--- src/logic/pvcsr_params.svh ---
// Purpose: Offsets, field positions, reset values and timing counts of the
//          10 Mbit/s control and quick-status management registers.
// Assumes: Included by bare name; definitions only.
// Notes:   Fixed PHY address applies to the embedded PHY.
`ifndef PVCSR_PARAMS_SVH
`define PVCSR_PARAMS_SVH

`define PVCSR_PHY_ADDR 5'h10
`define PVCSR_REG_TEN_MEG 5'h1E
`define PVCSR_REG_QUICK 5'h1F
`define PVCSR_OP_READ 2'h2
`define PVCSR_OP_WRITE 2'h1
`define PVCSR_ADDR_LAST 4'h9
`define PVCSR_DATA_LAST 4'hF
`define PVCSR_TA_LAST 4'h1

`define PVCSR_CTL_RESET 16'h0000
`define PVCSR_CTL_WMASK 16'hE07B
`define PVCSR_CTL_TONE 15
`define PVCSR_CTL_PWR_KEEP 14
`define PVCSR_CTL_JAB_OFF 13
`define PVCSR_CTL_ENH_LINK 6
`define PVCSR_CTL_HEARTBEAT 5
`define PVCSR_CTL_LONG_LINE 4
`define PVCSR_CTL_POL_OFF 3
`define PVCSR_CTL_SERIAL 1
`define PVCSR_CTL_NO_LP 0

`define PVCSR_QS_IRQ_SEL 7
`define PVCSR_QS_IRQ_MASK 6

`define PVCSR_SYS_CLK_MHZ 100
`define PVCSR_TONE_MHZ 10
`define PVCSR_TONE_HALF_CYC (`PVCSR_SYS_CLK_MHZ / (2 * `PVCSR_TONE_MHZ))

`endif

--- src/logic/pvcsr_pkg.sv ---
// Purpose: Types shared by the management register bank and its serial slave.
// Assumes: Nothing is imported; users write pvcsr_pkg::name.
// Notes:   All state of each module lives in one packed struct.
package pvcsr_pkg;

	typedef enum logic [2:0] {
		MD_IDLE,
		MD_START,
		MD_OP,
		MD_ADDR,
		MD_TA,
		MD_DATA
	} pvcsr_md_state_t;

	typedef struct packed {
		logic mdc_s1;
		logic mdc_s2;
		logic mdc_d;
		logic mdio_s1;
		logic mdio_s2;
		pvcsr_md_state_t state;
		logic [3:0] cnt;
		logic [15:0] shreg;
		logic op_rd;
		logic match;
		logic mdio_out;
		logic oe_n;
		logic rd_stb;
		logic wr_stb;
		logic [4:0] addr;
		logic [15:0] wdata;
	} pvcsr_md_t;

	typedef struct packed {
		logic [1:0] enh_sync;
		logic [15:0] ctl;
		logic rx_err;
		logic false_car;
		logic link_chg;
		logic remote_fault_flag;
		logic lock_jab;
		logic link_good;
		logic irq_sel;
		logic irq_mask;
		logic [2:0] an_min;
		logic [2:0] an_max;
		logic [2:0] tone_div;
		logic tone_lvl;
		logic tone_out;
		logic irq;
		logic jab_off;
		logic pwr_keep;
		logic sleep_ok;
		logic enh_link;
		logic heartbeat;
		logic long_line;
		logic pol_fix;
		logic serial;
		logic no_lp;
	} pvcsr_regs_t;

endpackage : pvcsr_pkg

--- src/logic/pvcsr_mdio_slave.sv ---
// Purpose: Serial management frame slave: decodes read and write frames on
//          the management clock and data pins and drives read data back.
// Assumes: Management clock well below a quarter of the system clock.
// Notes:   Frames need no preamble; a frame for another address is followed
//          to its end without driving the data pin.
`timescale 1ns/1ns
`include "pvcsr_params.svh"

module pvcsr_mdio_slave (
	input wire logic clk_i, // System clock
	input wire logic rst_i, // Synchronous reset, active high
	input wire logic mdc_i, // Management clock pin
	input wire logic mdio_i, // Management data pin, input side
	output logic mdio_o, // Management data pin, output side
	output logic mdio_oe_n_o, // Low while the data pin is driven
	output logic rd_stb_o, // One-cycle read request
	output logic wr_stb_o, // One-cycle write request
	output logic [4:0] addr_o, // Register address of the request
	output logic [15:0] wdata_o, // Write data
	input wire logic [15:0] rd_data_i // Read data, valid with rd_stb_o
);

	pvcsr_pkg::pvcsr_md_t st;
	pvcsr_pkg::pvcsr_md_t next_st;
	logic rise;
	logic bit_in;
	logic [9:0] addr_bits;

	assign rise = st.mdc_s2 & ~st.mdc_d;
	assign bit_in = st.mdio_s2;
	assign addr_bits = {st.shreg[8:0], bit_in};

	always_comb begin
		next_st = st;
		next_st.mdc_s1 = mdc_i;
		next_st.mdc_s2 = st.mdc_s1;
		next_st.mdc_d = st.mdc_s2;
		next_st.mdio_s1 = mdio_i;
		next_st.mdio_s2 = st.mdio_s1;
		next_st.rd_stb = 1'b0;
		next_st.wr_stb = 1'b0;
		// The register bank answers within one cycle, long before the next edge
		if (st.rd_stb) begin
			next_st.shreg = rd_data_i;
		end
		if (rise) begin
			case (st.state)
				pvcsr_pkg::MD_IDLE: begin
					if (!bit_in) begin
						next_st.state = pvcsr_pkg::MD_START;
					end
				end
				pvcsr_pkg::MD_START: begin
					next_st.cnt = 4'h0;
					next_st.state = bit_in ? pvcsr_pkg::MD_OP : pvcsr_pkg::MD_IDLE;
				end
				pvcsr_pkg::MD_OP: begin
					next_st.shreg = {st.shreg[14:0], bit_in};
					next_st.cnt = st.cnt + 4'h1;
					if (st.cnt == 4'h1) begin
						next_st.cnt = 4'h0;
						next_st.op_rd = ({st.shreg[0], bit_in} == `PVCSR_OP_READ);
						if (({st.shreg[0], bit_in} == `PVCSR_OP_READ) ||
							({st.shreg[0], bit_in} == `PVCSR_OP_WRITE)) begin
							next_st.state = pvcsr_pkg::MD_ADDR;
						end else begin
							next_st.state = pvcsr_pkg::MD_IDLE;
						end
					end
				end
				pvcsr_pkg::MD_ADDR: begin
					next_st.shreg = {st.shreg[14:0], bit_in};
					next_st.cnt = st.cnt + 4'h1;
					if (st.cnt == `PVCSR_ADDR_LAST) begin
						next_st.cnt = 4'h0;
						next_st.match = (addr_bits[9:5] == `PVCSR_PHY_ADDR);
						next_st.addr = addr_bits[4:0];
						next_st.rd_stb = st.op_rd & (addr_bits[9:5] == `PVCSR_PHY_ADDR);
						next_st.state = pvcsr_pkg::MD_TA;
					end
				end
				pvcsr_pkg::MD_TA: begin
					next_st.cnt = st.cnt + 4'h1;
					if (st.op_rd && st.match) begin
						next_st.mdio_out = 1'b0;
						next_st.oe_n = 1'b0;
					end
					if (st.cnt == `PVCSR_TA_LAST) begin
						next_st.cnt = 4'h0;
						next_st.state = pvcsr_pkg::MD_DATA;
						if (st.op_rd && st.match) begin
							next_st.mdio_out = st.shreg[15];
							next_st.shreg = {st.shreg[14:0], 1'b0};
						end
					end
				end
				pvcsr_pkg::MD_DATA: begin
					next_st.cnt = st.cnt + 4'h1;
					if (st.op_rd) begin
						next_st.mdio_out = st.shreg[15];
						next_st.shreg = {st.shreg[14:0], 1'b0};
					end else begin
						next_st.shreg = {st.shreg[14:0], bit_in};
					end
					if (st.cnt == `PVCSR_DATA_LAST) begin
						next_st.state = pvcsr_pkg::MD_IDLE;
						next_st.oe_n = 1'b1;
						next_st.mdio_out = 1'b1;
						next_st.wr_stb = ~st.op_rd & st.match;
						next_st.wdata = {st.shreg[14:0], bit_in};
					end
				end
				default: begin
					next_st.state = pvcsr_pkg::MD_IDLE;
				end
			endcase
		end
	end

	always_ff @(posedge clk_i) begin
		if (rst_i) begin
			st <= '0;
			st.state <= pvcsr_pkg::MD_IDLE;
			st.mdio_out <= 1'b1;
			st.oe_n <= 1'b1;
		end else begin
			st <= next_st;
		end
	end

	assign mdio_o = st.mdio_out;
	assign mdio_oe_n_o = st.oe_n;
	assign rd_stb_o = st.rd_stb;
	assign wr_stb_o = st.wr_stb;
	assign addr_o = st.addr;
	assign wdata_o = st.wdata;

endmodule : pvcsr_mdio_slave

--- src/logic/pvcsr_regs.sv ---
// Purpose: 10 Mbit/s control and quick-status management registers of the
//          embedded PHY, reached over the serial management pins.
// Assumes: Status inputs come from PHY core logic on the same clock; only
//          the management pins and the link-check pin are asynchronous.
// Notes:   Other register addresses read as zero and ignore writes.
// Behaviour
// - Tone bit with 10BASE-T powered sends a continuous 10 MHz square; resets zero.
// - Power-keep bit keeps 10BASE-T logic awake while link up; resets zero.
// - Jabber-guard-off bit disables receive jabber function; resets zero.
// - Enhanced link check active when register bit or external pin high.
// - Heartbeat bit enables heartbeat, only at 10 Mbit/s.
// - Long-line bit lowers squelch threshold, only at 10 Mbit/s.
// - At 10 Mbit/s, unless disabled, flag and correct a reversed pair.
// - Serial-select bit picks 10 Mbit/s serial mode; ignored at 100 Mbit/s.
// - No-link-pulse bit disables link pulses at 10 Mbit/s only.
// - Receive error at 100 Mbit/s sets a flag held until status read.
// - Source select zero: bit 14 holds false carrier at 100 Mbit/s until read.
// - Source select one: bit 14 flags any link-good change.
// - Remote fault sets a flag held until status read.
// - Bit 12 holds descrambler unlock at 100, jabber at 10, until read.
// - Link-good latches low on failure until read through management.
// - Read-only bit shows partner wants flow control exchange.
// - Read-only bits show negotiated speed and duplex.
// - Source select one: interrupt high only on link-change flag.
// - Interrupt-block bit high suppresses the interrupt entirely.
// - Field holds lowest autonegotiation state since last read; reads zero from reset until the first read.
// - Field holds highest autonegotiation state since last read.
`timescale 1ns/1ns
`include "pvcsr_params.svh"

module pvcsr_regs (
	input wire logic SYS_CLK_I, // System clock, 100 MHz
	input wire logic RESET_I, // Synchronous reset, active high
	input wire logic MDC_I, // Management clock pin
	input wire logic MDIO_I, // Management data pin, input side
	output logic MDIO_O, // Management data pin, output side
	output logic MDIO_OE_N_O, // Low while the data pin is driven
	input wire logic SPEED_100_I, // PHY runs at 100 Mbit/s
	input wire logic DUPLEX_FULL_I, // Negotiated full duplex
	input wire logic PARTNER_PAUSE_I, // Partner asks for flow control
	input wire logic LINK_UP_I, // Valid link present
	input wire logic RX_ERROR_I, // Receive error event
	input wire logic FALSE_CARRIER_I, // False carrier event
	input wire logic REMOTE_FAULT_I, // Remote fault event
	input wire logic DESCR_UNLOCK_I, // Descrambler lost lock event
	input wire logic JABBER_I, // Jabber condition event
	input wire logic [2:0] AN_STATE_I, // Current autonegotiation state code
	input wire logic POLARITY_REVERSED_I, // Pair found reversed
	input wire logic TENBT_POWERED_I, // 10BASE-T section powered
	input wire logic RX_ACTIVE_I, // Data being received
	input wire logic ENH_LINK_PIN_I, // External enhanced link check pin
	output logic TONE_O, // Continuous test tone
	output logic PHY_IRQ_O, // PHY interrupt, active high
	output logic JABBER_GUARD_OFF_O, // Jabber function disabled
	output logic RX_FULL_POWER_O, // Keep all 10BASE-T logic powered
	output logic SLEEP_OK_O, // Parts of 10BASE-T logic may power down
	output logic ENH_LINK_CHECK_O, // Enhanced link integrity test on
	output logic HEARTBEAT_ON_O, // Heartbeat enabled
	output logic LONG_LINE_SQUELCH_O, // Reduced squelch threshold
	output logic POLARITY_FIX_O, // Correct the reversed pair
	output logic POLARITY_REVERSED_FLAG_O, // Reversal seen and corrected
	output logic SERIAL_MODE_O, // 10 Mbit/s serial mode
	output logic NO_LINK_PULSE_O // Link pulses disabled
);

	pvcsr_pkg::pvcsr_regs_t st;
	pvcsr_pkg::pvcsr_regs_t next_st;
	logic rd_stb;
	logic wr_stb;
	logic [4:0] reg_addr;
	logic [15:0] wdata;
	logic [15:0] rd_data;
	logic [15:0] quick_word;
	logic rd_quick;
	logic wr_ten;
	logic wr_quick;
	logic tone_run;
	logic ten_mode;

	// Hardware set takes precedence over the clear of a read
	function automatic logic sticky(input logic flag, input logic clr, input logic set);
		sticky = (flag & ~clr) | set;
	endfunction : sticky

	pvcsr_mdio_slave pvcsr_mdio_slave_inst (
		.clk_i(SYS_CLK_I),
		.rst_i(RESET_I),
		.mdc_i(MDC_I),
		.mdio_i(MDIO_I),
		.mdio_o(MDIO_O),
		.mdio_oe_n_o(MDIO_OE_N_O),
		.rd_stb_o(rd_stb),
		.wr_stb_o(wr_stb),
		.addr_o(reg_addr),
		.wdata_o(wdata),
		.rd_data_i(rd_data)
	);

	assign rd_quick = rd_stb & (reg_addr == `PVCSR_REG_QUICK);
	assign wr_ten = wr_stb & (reg_addr == `PVCSR_REG_TEN_MEG);
	assign wr_quick = wr_stb & (reg_addr == `PVCSR_REG_QUICK);
	assign tone_run = st.ctl[`PVCSR_CTL_TONE] & TENBT_POWERED_I;
	assign ten_mode = ~SPEED_100_I;

	assign quick_word = {st.rx_err,
		st.irq_sel ? st.link_chg : st.false_car,
		st.remote_fault_flag, st.lock_jab, st.link_good,
		PARTNER_PAUSE_I, SPEED_100_I, DUPLEX_FULL_I,
		st.irq_sel, st.irq_mask, st.an_min, st.an_max};

	always_comb begin
		if (reg_addr == `PVCSR_REG_TEN_MEG) begin
			rd_data = st.ctl;
		end else if (reg_addr == `PVCSR_REG_QUICK) begin
			rd_data = quick_word;
		end else begin
			rd_data = 16'h0000;
		end
	end

	always_comb begin
		next_st = st;
		next_st.enh_sync = {st.enh_sync[0], ENH_LINK_PIN_I};
		if (wr_ten) begin
			next_st.ctl = wdata & `PVCSR_CTL_WMASK;
		end
		if (wr_quick) begin
			next_st.irq_sel = wdata[`PVCSR_QS_IRQ_SEL];
			next_st.irq_mask = wdata[`PVCSR_QS_IRQ_MASK];
		end
		next_st.rx_err = sticky(st.rx_err, rd_quick, RX_ERROR_I & SPEED_100_I);
		next_st.false_car = sticky(st.false_car, rd_quick, FALSE_CARRIER_I & SPEED_100_I);
		next_st.remote_fault_flag = sticky(st.remote_fault_flag, rd_quick, REMOTE_FAULT_I);
		next_st.lock_jab = sticky(st.lock_jab, rd_quick,
			SPEED_100_I ? DESCR_UNLOCK_I : JABBER_I);
		// A read reloads the live link level; a failure in that cycle still wins
		next_st.link_good = (rd_quick | st.link_good) & LINK_UP_I;
		next_st.link_chg = sticky(st.link_chg, rd_quick,
			next_st.link_good != st.link_good);
		if (rd_quick) begin
			next_st.an_min = AN_STATE_I;
			next_st.an_max = AN_STATE_I;
		end else begin
			next_st.an_min = (AN_STATE_I < st.an_min) ? AN_STATE_I : st.an_min;
			next_st.an_max = (AN_STATE_I > st.an_max) ? AN_STATE_I : st.an_max;
		end
		if (st.tone_div == 3'(`PVCSR_TONE_HALF_CYC - 1)) begin
			next_st.tone_div = 3'h0;
			next_st.tone_lvl = ~st.tone_lvl;
		end else begin
			next_st.tone_div = st.tone_div + 3'h1;
		end
		next_st.tone_out = tone_run & next_st.tone_lvl;
		if (st.irq_sel) begin
			next_st.irq = ~st.irq_mask & st.link_chg;
		end else begin
			next_st.irq = ~st.irq_mask & (st.rx_err | st.false_car | st.remote_fault_flag |
				st.lock_jab | ~st.link_good);
		end
		next_st.jab_off = st.ctl[`PVCSR_CTL_JAB_OFF];
		next_st.pwr_keep = st.ctl[`PVCSR_CTL_PWR_KEEP] & LINK_UP_I;
		next_st.sleep_ok = ~RX_ACTIVE_I & ~(st.ctl[`PVCSR_CTL_PWR_KEEP] & LINK_UP_I);
		next_st.enh_link = st.ctl[`PVCSR_CTL_ENH_LINK] | st.enh_sync[1];
		next_st.heartbeat = st.ctl[`PVCSR_CTL_HEARTBEAT] & ten_mode;
		next_st.long_line = st.ctl[`PVCSR_CTL_LONG_LINE] & ten_mode;
		next_st.pol_fix = ~st.ctl[`PVCSR_CTL_POL_OFF] & ten_mode & POLARITY_REVERSED_I;
		next_st.serial = st.ctl[`PVCSR_CTL_SERIAL] & ten_mode;
		next_st.no_lp = st.ctl[`PVCSR_CTL_NO_LP] & ten_mode;
	end

	always_ff @(posedge SYS_CLK_I) begin
		if (RESET_I) begin
			st <= '0;
			st.ctl <= `PVCSR_CTL_RESET;
		end else begin
			st <= next_st;
		end
	end

	assign TONE_O = st.tone_out;
	assign PHY_IRQ_O = st.irq;
	assign JABBER_GUARD_OFF_O = st.jab_off;
	assign RX_FULL_POWER_O = st.pwr_keep;
	assign SLEEP_OK_O = st.sleep_ok;
	assign ENH_LINK_CHECK_O = st.enh_link;
	assign HEARTBEAT_ON_O = st.heartbeat;
	assign LONG_LINE_SQUELCH_O = st.long_line;
	assign POLARITY_FIX_O = st.pol_fix;
	assign POLARITY_REVERSED_FLAG_O = st.pol_fix;
	assign SERIAL_MODE_O = st.serial;
	assign NO_LINK_PULSE_O = st.no_lp;
endmodule : pvcsr_regs

--- config.mk ---
export PLATFORM = sky130hd
export DESIGN_NAME = pvcsr_regs
export DESIGN_NICKNAME = d
export VERILOG_FILES = /design/src/logic/pvcsr_pkg.sv /design/src/logic/pvcsr_mdio_slave.sv /design/src/logic/pvcsr_regs.sv
export VERILOG_INCLUDE_DIRS = /design/src /design/src/logic
export SDC_FILE = /design/constraint.sdc
export NUM_CORES = 1
export LEC_CHECK = 0
export BUFFER_PORTS_ARGS = -buffer_cell sky130_fd_sc_hd__clkbuf_2
export CORE_ASPECT_RATIO = 0.7
export CORE_MARGIN = 2
export CORE_UTILIZATION = 45
export CTS_CLUSTER_DIAMETER = 40
export DETAILED_ROUTE_END_ITERATION = 6
export HOLD_SLACK_MARGIN = 0.15
export PLACE_DENSITY = 0.63
export SLEW_MARGIN = 15
export SYNTH_ARGS = -nofsm -noshare
export SYNTH_HDL_FRONTEND = slang
export SYNTH_SLANG_ARGS = --single-unit
export TNS_END_PERCENT = 5
--- constraint.sdc ---
create_clock -name SYS_CLK_I -period 3.2 [get_ports SYS_CLK_I]
set_input_delay 0 -clock SYS_CLK_I [delete_from_list [all_inputs] [get_ports SYS_CLK_I]]
set_output_delay 0 -clock SYS_CLK_I [all_outputs]
set_load 0.05 [all_outputs]
==> metrics.md <==
| Metric | Value |
|---|---|
| Setup violations, final | `0` |
| Yosys top cell area share | `44.43%` |
| Max cap viols | `0` |
| FF-to-FF Start | `pvcsr_mdio_slave_inst.st[43]` |
| Peak Freq | `398.1 MHz` |
| Total Routed Length | `8449 um` |
| Leakage | `between 1.5 and 2 nW` |
| Async S/R FF share, synth | `0%` |
| Worst hold stages | `2` |
| R2R setup slack | `0.69 ns` |
| # diodes | `0` |
| Layout Utilization | `55.85%` |
| Root Driver | `clkbuf_16` |
| Largest net degree at the start of global routing | `52` |
| Hold Path End | `st[33]` |
| Reg area | `1782 um^2` |
| CP top delay family | `simple AND/OR/NAND/NOR gates` |
| Core Rows | `28` |
| Commonest non-fill, non-tap cell in the layout | `dfxtp_1` |
| Synth unique cells | `54` |
| Critical path's slowest cell | `and2_1` |
| Starting DRC count in detailed routing | `232` |
| Drt wl/cell | `between 10 and 15 um` |
| Hold Path Class | `input pin to flip-flop` |
| Post-CTS Resized | `0` |
| Cts hold-fix bufs | `22` |
| Mapped Area | `4010 um^2` |
| First-pass GRT wire length | `14170 um` |
| Commonest cells after routing, fill and taps aside | `dfxtp_1, nor2_1, mux2i_1, clkbuf_2, dlygate4sd3_1` |
| I/O pin cnt | `34` |
| Area contributors post-synth | `dfxtp_1, mux2i_1, nor2_1` |
| Setup bufs post-CTS | `0` |
| Post-synthesis simple-gate area fraction | `23.46%` |
| VDD IR max | `0.4307 mV` |
| Syn_area_per_cell | `9.594 um^2` |
| Footprint of the multi-input gates | `~2000 um^2` |
| Fin. max-slew vios | `0` |
| Final HPWL DP | `about 5700 um` |
| Die Wd | `116.8 um` |
| Clock buffer depth | `2` |
| Reg2reg end | `pvcsr_mdio_slave_inst.addr_bits[5]` |
| Setup Total Neg Slack | `0 ns` |
| GP Congestion | `0.8305` |
| CP arrival | `2.78 ns` |
| Adder-Cell Fraction of Synth Area | `about 3.1%` |
| CTS Sinks | `a little under 90` |
| Die area | `9695 um^2` |
| FF-to-FF path depth | `6` |
| Status | `complete, no violations` |
| Core ar. | `8548 um^2` |
| Starting Density | `a little under half` |
| H-tree depth | `3` |
| Ys flop type | `dfxtp_1` |
| Seq/Total Area, Yosys | `approximately 44%` |
| Port Buffers | `33` |
| Post-Synthesis Net Count | `448` |
| Syn Inst Count | `418` |
| Worst-path clk slew | `roughly 0.070 ns` |
| Critical path fanouts, max | `15` |
| Vias | `between 3000 and 4000` |
| Final Hold Viols | `0` |
| Setup crit start kind | `flip-flop` |
| Pwr Density | `531.2 nW/um^2` |
| Crit path kind | `flip-flop to flip-flop` |
| Synth-to-Final Area Change | `19.06%` |
| Worst Path Required | `3.47 ns` |
| Filler cells | `793` |
| Number of global-route vias before repair | `2841` |
| GR Overflow Total | `0` |
| Max incr delay on CP | `approximately 0.65 ns` |
| Fin crit period | `around 2.5 ns` |
| Initial antenna violation count | `0` |
| Slew margin rel. | `48.34%` |
| Routed Antenna Nets | `0` |
| Drt first pass iters | `4` |
| Compound-Gate Fraction of Synth Area | `a little over a tenth` |
| Post-synthesis xor/xnor area fraction | `approximately 1.1%` |
| Tcrit/Tclk final | `78.51%` |
| CP endpoint kind | `flip-flop` |
| Worst-margin pin slew | `0.7740 ns` |
| Post-synth EDFFs | `0` |
| Mux cell area share after synthesis | `11.76%` |
| Crit path buf inv count | `0` |
| Clock Skew | `0.007636 ns` |
| CTS tree | `yes` |
| DIE HEIGHT | `82.98 um` |
| Skew-Pair Late Insertion Delay | `0.35 ns` |
| TritonCTS Buffers | `9` |
| # DRC | `0` |
| GRT Overall Usage | `about a fifth` |
| Fin nets | `slightly below 500` |
| Synthesis Warnings | `0` |
| HP Start | `RESET_I` |
| DR vias/cell | `5.183` |
| Post-synthesis register bit count | `89` |
| RSZ-0062 raised after global routing | `no` |
| Synth area leader | `dfxtp_1` |
| Largest family of logic cells by synthesized area | `simple AND/OR/NAND/NOR gates` |
| Worst-path cell chain | `ha_1, or3b_1, o311ai_4, and2_1, a211oi_1, nor3_1` |
| Share of layout cells above drive strength 1 | `18.53%` |
## logic make-up after synthesis
group / count (synthesis)
AO/OA/AOI/OAI: 51
buffers and inverters: 43
flip-flops: 89
adder cells (fa/ha/maj): 10
XOR/XNOR: 5
multiplexers: 46
AND/OR/NAND/NOR: 174
## sequential cells by signal, summed over array words and instances, names as in the netlist, 2 cells and up, named ones only
signal and cells:
pvcsr_mdio_slave_inst.st 17, st 15, quick_word 12, pvcsr_mdio_slave_inst.wdata_o 10, pvcsr_mdio_slave_inst.addr_bits 9, pvcsr_mdio_slave_inst.addr_o 5
pvcsr_mdio_slave_inst.next_st 3, next_st 2
## Yosys cell counts (3+ instances only)
library cell	instances
dfxtp_1	89
a21oi_1	12
clkbuf_1	16
a211oi_2	3
nor2b_1	12
and3_1	12
a211oi_1	9
buf_6	3
buf_2	3
a221oi_2	7
nor3_2	9
nor3_1	11
nor2_1	61
ha_1	10
nand4_1	3
xnor2_1	3
inv_1	15
mux2_2	9
and2_1	10
mux2i_1	37
nand3_1	6
o21ai_0	6
nand2_1	17
nand2b_1	14
## area by class of cell
class                      count  share of cell area (%)
multi-input combinational    286                   42.16
clock inverter                 6                   2.385
tap                          120                   3.145
timing repair buffer          58                   8.805
sequential                    89                   37.32
clock buffer                  10                   5.005
inverter                      15                   1.179
## metal layers
layer  track usage, %  share of wire, %  vias up
met5                0                 0        -
met4            6.631               1.5        0
met3            6.058               5.7       10
met2            26.69                41       62
met1            26.77                51     1419
li1                 -                 -     1536
## metrics by stage
step	hold slack (ns)	instances	worst slack (ns)	cell area, um^2	power [W]
global placement	0.1680	546	0.8037	4202	0.001304
CTS	0.2927	584	0.6927	4775	0.002566
finish	0.2818	584	0.6878	4775	0.002536
global route	0.3431	584	0.5425	4775	0.002637
detailed placement	0.1902	546	0.6962	4202	0.001308
floorplan	0.07847	418	1.266	4010	0.001266
## worst register-to-register path, stage by stage (launching register included)
cell and delay (ns):
dfxtp_1 0.40, ha_1 0.18, or3b_1 0.51, o311ai_4 0.35, and2_1 0.65, a211oi_1 0.13
nor3_1 0.22
## power by group
group,switching (W),internal (W)
clock network,0.000444,0.000787
logic,0.0000797,0.0000738
registers,0.0000197,0.00113
## worst max-delay path by stage
stage / slack, ns / depth (start not counted) / start / to
floorplan: 1.27 / 9 / pvcsr_mdio_slave_inst.st[43] / pvcsr_mdio_slave_inst.st[40]
global placement: 0.80 / 6 / pvcsr_mdio_slave_inst.st[43] / pvcsr_mdio_slave_inst.addr_bits[2]
detailed placement: 0.70 / 6 / pvcsr_mdio_slave_inst.st[43] / pvcsr_mdio_slave_inst.addr_bits[2]
CTS: 0.69 / 6 / pvcsr_mdio_slave_inst.st[43] / pvcsr_mdio_slave_inst.addr_bits[5]
global route: 0.54 / 6 / pvcsr_mdio_slave_inst.st[43] / pvcsr_mdio_slave_inst.addr_bits[2]
finish: 0.69 / 6 / pvcsr_mdio_slave_inst.st[43] / pvcsr_mdio_slave_inst.addr_bits[5]
Power figures use the tool's default switching activity.
